**src/common/nsrcfg_map.svh**
```systemverilog
// Register offsets, field positions, reset values and limits of the requantizer configuration registers
`ifndef NSRCFG_MAP_SVH
`define NSRCFG_MAP_SVH

// ----------------------------------------
// Offsets
// ----------------------------------------
`define NSRCFG_CTRL_ADDR      8'h3C
`define NSRCFG_TUNE_ADDR      8'h3E

// ----------------------------------------
// Fields and resets
// ----------------------------------------
`define NSRCFG_CTRL_EN_BIT    0
`define NSRCFG_CTRL_MODE_LSB  1
`define NSRCFG_CTRL_MODE_MSB  3
`define NSRCFG_CTRL_MASK      8'h0F
`define NSRCFG_TUNE_MASK      8'h3F
`define NSRCFG_CTRL_RESET     8'h00
`define NSRCFG_TUNE_RESET     8'h1C
`define NSRCFG_MODE_22        3'h0
`define NSRCFG_MODE_33        3'h1

// ----------------------------------------
// Tuning code counts per mode, and step (step in tenths of a percent of the sample rate)
// ----------------------------------------
`define NSRCFG_TUNE_COUNT_22  6'h39
`define NSRCFG_TUNE_COUNT_33  6'h22
`define NSRCFG_STEP_TENTHS    4'h5

`endif

```
**src/common/nsrcfg_pkg.sv**
```systemverilog
// Types of the requantizer configuration registers
package nsrcfg_pkg;
	typedef logic [7:0] nsrcfg_byte_t;
	typedef logic [5:0] nsrcfg_tune_t;
	typedef enum logic [1:0]
	{
		NSRCFG_BW_22 = 2'b01,
		NSRCFG_BW_33 = 2'b10
	} nsrcfg_bw_t;
endpackage

```
**src/logic/nsrcfg_regs.sv**
```systemverilog
// Requantizer control and band tuning registers
`timescale 1ns/1ps
`default_nettype none
`include "nsrcfg_map.svh"
module nsrcfg_regs
	import nsrcfg_pkg::*;
(
	// Clock and reset
	input  wire logic                     CLK,
	input  wire logic                     RST_N,
	// Register port from serial control
	input  wire logic                     WR_EN,
	input  wire logic                     RD_EN,
	input  wire nsrcfg_pkg::nsrcfg_byte_t ADDR,
	input  wire nsrcfg_pkg::nsrcfg_byte_t WDATA,
	output nsrcfg_pkg::nsrcfg_byte_t      RDATA,
	output logic                          RVALID,
	// Requantizer settings
	output logic                          RQ_ENABLE,
	output nsrcfg_pkg::nsrcfg_bw_t        RQ_BW_MODE,
	output nsrcfg_pkg::nsrcfg_tune_t      RQ_TUNE,
	output logic                          RQ_TUNE_VALID,
	output logic [9:0]                    RQ_BAND_POS
);
	nsrcfg_byte_t ctrl_q;
	nsrcfg_byte_t tune_q;
	nsrcfg_byte_t rdata_q;
	logic         rvalid_q;
	logic         en_q;
	nsrcfg_bw_t   bw_q;
	logic         tok_q;
	logic [9:0]   pos_q;
	logic         tok_d;
	logic [9:0]   pos_d;
	logic [2:0]   mode_field;

	// ----------------------------------------
	// Register writes
	// ----------------------------------------
	always_ff @(posedge CLK)
	begin
		if (!RST_N)
		begin
			ctrl_q <= `NSRCFG_CTRL_RESET;
			tune_q <= `NSRCFG_TUNE_RESET;
		end
		else if (WR_EN)
		begin
			if (ADDR == `NSRCFG_CTRL_ADDR)
				ctrl_q <= WDATA & `NSRCFG_CTRL_MASK;
			else if (ADDR == `NSRCFG_TUNE_ADDR)
				tune_q <= WDATA & `NSRCFG_TUNE_MASK;
		end
	end

	// ----------------------------------------
	// Register reads, unmapped reads return zero
	// ----------------------------------------
	always_ff @(posedge CLK)
	begin
		if (!RST_N)
		begin
			rdata_q  <= 8'h00;
			rvalid_q <= 1'b0;
		end
		else
		begin
			rvalid_q <= RD_EN;
			if (!RD_EN)
				rdata_q <= 8'h00;
			else if (ADDR == `NSRCFG_CTRL_ADDR)
				rdata_q <= ctrl_q;
			else if (ADDR == `NSRCFG_TUNE_ADDR)
				rdata_q <= tune_q;
			else
				rdata_q <= 8'h00;
		end
	end

	// ----------------------------------------
	// Decoded settings
	// ----------------------------------------
	assign mode_field = ctrl_q[`NSRCFG_CTRL_MODE_MSB:`NSRCFG_CTRL_MODE_LSB];

	nsrcfg_tune_limit u_limit
	(
		.bw_33           (bw_q == NSRCFG_BW_33),
		.tune            (tune_q[5:0]),
		.tune_ok         (tok_d),
		.band_pos_tenths (pos_d)
	);

	always_ff @(posedge CLK)
	begin
		if (!RST_N)
		begin
			en_q  <= 1'b0;
			bw_q  <= NSRCFG_BW_22;
			tok_q <= 1'b0;
			pos_q <= 10'h000;
		end
		else
		begin
			en_q <= ctrl_q[`NSRCFG_CTRL_EN_BIT];
			// Codes other than 001 keep the 22% mode
			if (mode_field == `NSRCFG_MODE_33)
				bw_q <= NSRCFG_BW_33;
			else
				bw_q <= NSRCFG_BW_22;
			tok_q <= tok_d;
			pos_q <= pos_d;
		end
	end

	assign RDATA          = rdata_q;
	assign RVALID         = rvalid_q;
	assign RQ_ENABLE     = en_q;
	assign RQ_BW_MODE    = bw_q;
	assign RQ_TUNE       = tune_q[5:0];
	assign RQ_TUNE_VALID = tok_q;
	assign RQ_BAND_POS   = pos_q;
endmodule
`default_nettype wire

```
**src/logic/nsrcfg_tune_limit.sv**
```systemverilog
// Tuning word range check and band position for the selected bandwidth mode
`timescale 1ns/1ps
`default_nettype none
`include "nsrcfg_map.svh"
module nsrcfg_tune_limit
	import nsrcfg_pkg::*;
(
	// Configuration
	input  wire logic             bw_33,
	input  wire nsrcfg_pkg::nsrcfg_tune_t tune,
	// Result
	output logic                  tune_ok,
	output logic [9:0]            band_pos_tenths
);
	always_comb
	begin
		if (bw_33)
			tune_ok = (tune < `NSRCFG_TUNE_COUNT_33);
		else
			tune_ok = (tune < `NSRCFG_TUNE_COUNT_22);
		band_pos_tenths = 10'(tune) * 10'(`NSRCFG_STEP_TENTHS);
	end
endmodule
`default_nettype wire

```
**config.mk**
```make
export PLATFORM = sky130hd
export DESIGN_NAME = nsrcfg_regs
export DESIGN_NICKNAME = d
export VERILOG_FILES = /design/src/common/nsrcfg_pkg.sv /design/src/logic/nsrcfg_regs.sv /design/src/logic/nsrcfg_tune_limit.sv
export VERILOG_INCLUDE_DIRS = /design/src /design/src/common
export SDC_FILE = /design/constraint.sdc
export NUM_CORES = 1
export LEC_CHECK = 0
export CAP_MARGIN = 20
export CORE_AREA = 2 2 63 65
export DETAILED_ROUTE_END_ITERATION = 16
export DIE_AREA = 0 0 65 67
export DONT_BUFFER_PORTS = 1
export GPL_TIMING_DRIVEN = 0
export MAX_ROUTING_LAYER = met4
export PLACE_DENSITY_LB_ADDON = 0.25
export SLEW_MARGIN = 20
export SYNTH_ARGS = -nofsm -noshare
export SYNTH_HDL_FRONTEND = slang
export SYNTH_SLANG_ARGS = --single-unit
```
**constraint.sdc**
```tcl
create_clock -name CLK -period 1.6 [get_ports CLK]
set_input_delay 0.08 -clock CLK [delete_from_list [all_inputs] [get_ports CLK]]
set_output_delay 0.08 -clock CLK [all_outputs]
set_load 0.1 [all_outputs]
```
Yosys cells after proc, flatten, opt, wreduce, memory -nomap -nowiden:

Cells that the tools add are included.

* bits in registers: 33
* output and inout bits: 29

* bitwise operators: 3
* reductions and logical operators: 5
* $lt $le $gt $ge: 2
* mux-type cells: 4
* multiply operators: 1
* equal/unequal tests: 4

Operators by type and width (count)
* 8-bit by 6-bit equality test with 1-bit output (second input constant): 2
* 6-bit < comparator (second input constant): 2
* 6-bit by 3-bit multiplier with 9-bit output (second input constant): 1
* 4-bit two-way mux: 2
* 2-bit AND reduction: 2
* 3-bit by 1-bit equality test with 1-bit output (second input constant): 1
* 1-bit inverter: 3
* 3-bit AND reduction: 1
* 3-bit OR reduction: 1
* 2-bit equality test (second input constant): 1
* 2-bit two-way mux: 1
* 2-bit OR reduction: 1
* 1-bit two-way mux: 1

Longest topological paths before layout:

* depth in word-level cells: 3
* depth in mapped cells: 8
* mapped depth without buffers: 8

Hierarchy:

Synthesis repeated with hierarchy kept, for this count alone.

* cells, all modules: 128
* area, all modules: 1323.8 sq um

By module, submodules not included
* nsrcfg_regs: cells an instance 102, area an instance 1073.5 sq um, times used 1, seq. area each 620.6 sq um
* nsrcfg_tune_limit: cells an instance 26, area an instance 250.2 sq um, times used 1, seq. area each 0.0 sq um

Least setup slack after synthesis:

Ideal clock, no wire load.

* kind: register to register
* start point: register tune_q[2]
* end point: register pos_q[7], in the netlist RQ_BAND_POS[7]
* slack: -0.919 ns
* required time: 1.484 ns
* cell stages (with the launch flop): 9
* path buffers: 0
* data arrival time: 2.404 ns
* setup time: 0.116 ns
* path through: dfxtp_1 > ha_1 > ha_1 > inv_1 > fa_1 > nor2b_1 > o21a_1 > o21ai_0 > and3b_1

* word-level cells in the longest chain between the ends: 1

RTL lines
* start: declaration: RTL line nsrcfg_regs.sv:26 `nsrcfg_byte_t tune_q;`
* start signal: assignment: RTL line nsrcfg_regs.sv:45 `` tune_q <= `NSRCFG_TUNE_RESET; ``
* start signal: assignment: RTL line nsrcfg_regs.sv:52 `` tune_q <= WDATA & `NSRCFG_TUNE_MASK; ``
* 6-bit by 3-bit multiplier with 9-bit output: RTL line nsrcfg_tune_limit.sv:21 `` band_pos_tenths = 10'(tune) * 10'(`NSRCFG_STEP_TENTHS); ``
* end signal: assignment: RTL line nsrcfg_regs.sv:111 `pos_q <= pos_d;`
* end: declaration: RTL line nsrcfg_regs.sv:32 `logic [9:0] pos_q;`

Every way passes these cells.
A chain may end at the register's enable or synchronous reset.

Worst setup path after layout:

Same ends and word-level chain as after synthesis.

==> metrics.md <==
| Metric | Value |
|---|---|
| Clock sinks | 30 |
| Average instance area after synthesis | 10.2 um2 |
| Drt total wl | between 2000 and 3000 um |
| Critical path class | reg -> reg |
| GR Util All Layers | 13.7% |
| Detailed Route Iter0 Violations | 18 |
| Post-DP Area | 1370 um2 |
| IO Pins | 49 |
| Final Wtd Congestion | 0.703 |
| First-pass GRT wire length | 4190 um |
| Number of inserted diodes | 0 |
| Dominant synthesized flop cell | dfxtp_1 |
| Fin util | 45.7% |
| Vias in the first global route | 854 |
| Die area | between 4000 and 5000 um2 |
| Async S/R FF share, synth | 0% |
| Global route overflow | 0 |
| Critical Path Fanout Max | 7 |
| Port Buffers | 0 |
| Pwr Density | about 1100 nW/um2 |
| Final Cycle Share | 123% |
| Die W | around 65 um |
| Hold path depth | 2 |
| Final Setup Violations | 5 |
| Clk Tree Root Cell | clkbuf_8 |
| Hold Path Class | in -> reg |
| Most frequent cells in the layout | dfxtp_1, nand2_1, and2_1, dlygate4sd3_1 |
| Period minus WS final | ~2 ns |
| Non-Filler Instances | ~190 |
| Synth top area cells | dfxtp_1, ha_1, and2_1 |
| Placed cells | 171 |
| CTS tree | yes |
| CP most frequent cell | ha_4 |
| Drt pass-1 iters | 4 |
| Failing checks | setup timing |
| ANT nets after route | 0 |
| Max-Cap Viols | 0 |
| WP depth | 8 |
| Max VDD drop | 0.521 mV |
| Clock slew at reported path FFs | 0.06 ns |
| P_leak | 0.638 nW |
| Area fraction of the dominant cell type after synthesis | 48.5% |
| Longest Clk Path Bufs | 2 |
| Area growth syn-to-layout | 33.3% |
| CP bufs+invs | 1 |
| Seq cells post-synth | 30 |
| Fmax achieved | 0.510 GHz |
| Initial Util | 34.3% |
| Fin. max-slew vios | 0 |
| Yosys top cell by area | dfxtp_1 |
| Arr. time, crit path | 2.14 ns |
| Max H-tree Level | 2 |
| RSZ-0062 raised after global routing | true |
| YS warnings | 0 |
| Worst Max-Slew Pin Slew | 0.984 ns |
| Largest net degree at the start of global routing | 11 |
| Worst reg-to-reg path cell count | 8 |
| Worst skew pair latency | 0.28 ns |
| Cell Area, Synth | 1240 um2 |
| Final hold vios | 0 |
| Final WS setup | -0.360 ns |
| HPWL Detailed | 1900 um |
| Relative slew slack | between 30% and 40% |
| Overall die height | 67 um |
| WL per Instance | ~14 um |
| DRC violations left | 0 |
| Critical path cell sequence | ha_4, ha_4, inv_2, fa_2, nor2b_2, o21a_1, o21ai_1, and3b_1 |
| Layout cells sized above 1 | 27.7% |
| Outcome | finished with violations |
| Skew final | 0.00473 ns |
| CP delay by family, top | adder cells |
| Critical path data required time | 1.77 ns |
| Std cell rows | 22 |
| Post-synth EDFFs | 0 |
| Max stage delay on crit path | 0.60 ns |
| Nets | between 150 and 200 |
| Layout Cell Area excl Fill | 1650 um2 |
| Sequential area share after synthesis | between 40% and 50% |
| Via count | 890 |
| Initial antenna violation count | 0 |
| Fill cells | 343 |
| Mapped Cells | 121 |
| Via density | about 4.7 |
| Netlist cell types | 30 |
| Most common cell after layout, fill and taps aside | dfxtp_1 |
| CP Capture Type | register |
| Startpoint Class | register |
| CP max-delay cell | dfxtp_4 |
| Core ar. | 3610 um2 |
| TritonCTS Buffers | 5 |
| Pwr Total | 1.79 mW |
==> area by class of cell <==
class                      instances  area [um2]  share of cell area, %
clock inverter                     3        63.8                   3.87
sequential                        30         616                   37.3
inverter                           5        18.8                   1.14
timing repair buffer              10        95.1                   5.77
multi-input combinational         80         669                   40.6
buffer                             8        57.6                   3.49
tap                               48        60.1                   3.64
clock buffer                       5        68.8                   4.17
==> per-stage QoR <==
step                worst slack (ns)  hold WS (ns)  TNS, ns
finish                        -0.360        0.0378   -0.934
CTS                           -0.325        0.0270   -0.806
global placement              -0.325         0.206   -0.972
detailed placement            -0.348         0.211    -1.06
floorplan                     -0.242         0.204   -0.572
global route                  -0.434        0.0413    -1.20
==> per-layer routing <==
metal	vias up	wire length, um	track usage (%)
li1	446	-	-
met1	411	1110	15.1
met2	28	1310	21.0
met3	5	208	5.91
met4	0	53	7.18
met5	-	0	-
==> worst reg2reg max path, stage by stage, from the launching register on <==
cell	delay, ns
dfxtp_4	0.60
ha_4	0.21
ha_4	0.13
inv_2	0.03
fa_2	0.34
nor2b_2	0.14
o21a_1	0.16
o21ai_1	0.07
and3b_1	0.17
==> cells by family after synthesis <==
kind of cell               count (synthesis)  share of synthesized area, %
and+or+nand+nor                           43                          21.2
xor gates and xnor gates                   2                          1.42
AOI/OAI and AO/OA                         20                          10.2
DFF                                       30                          48.5
muxes                                      3                          2.43
other                                      1                         0.303
buffers and inverters                     13                          6.17
adders and majority gates                  9                          9.71
==> where the power goes <==
group | internal (mW) | switching (mW) | total [mW]
combinational | 0.0320 | 0.0551 | 0.0871
sequential | 0.748 | 0.0578 | 0.806
clock | 0.616 | 0.282 | 0.898
total | 1.40 | 0.395 | 1.79
==> repair_timing <==
action | in CTS | in global routing
buffers inserted | 1 | 1
endpoints found under the hold margin | 14 | 0
hold buffers | 8 | 0
pin swaps | 7 | 2
gates resized for setup | 5 | 2
endpoints found under the setup margin | 5 | 5
==> Yosys cell counts, drive strengths merged (3+ instances only) <==
cell,count
dfxtp,30
nand2,12
and2,9
o21ai,9
ha,8
nand3,8
buf,7
inv,5
a22oi,4
nor2,4
and4bb,3
mux2i,3
==> sequential cells by signal, indices dropped and copies added (netlist names) <==
register and cells:
RQ_TUNE_VALID 1, RQ_BW_MODE 2, RQ_ENABLE 1, RQ_BAND_POS 9, tune_q 6, RVALID 1
ctrl_q 4, RDATA 6
==> final timing paths <==
path                                 from             end  slack (ns)
worst max-delay path            tune_q[2]  RQ_BAND_POS[7]       -0.36
worst min-delay path                WR_EN       tune_q[0]        0.04
worst max register to register  tune_q[2]  RQ_BAND_POS[7]       -0.36
worst min register to register  ctrl_q[2]       ctrl_q[2]        0.49
Power figures use the tool's default switching activity.
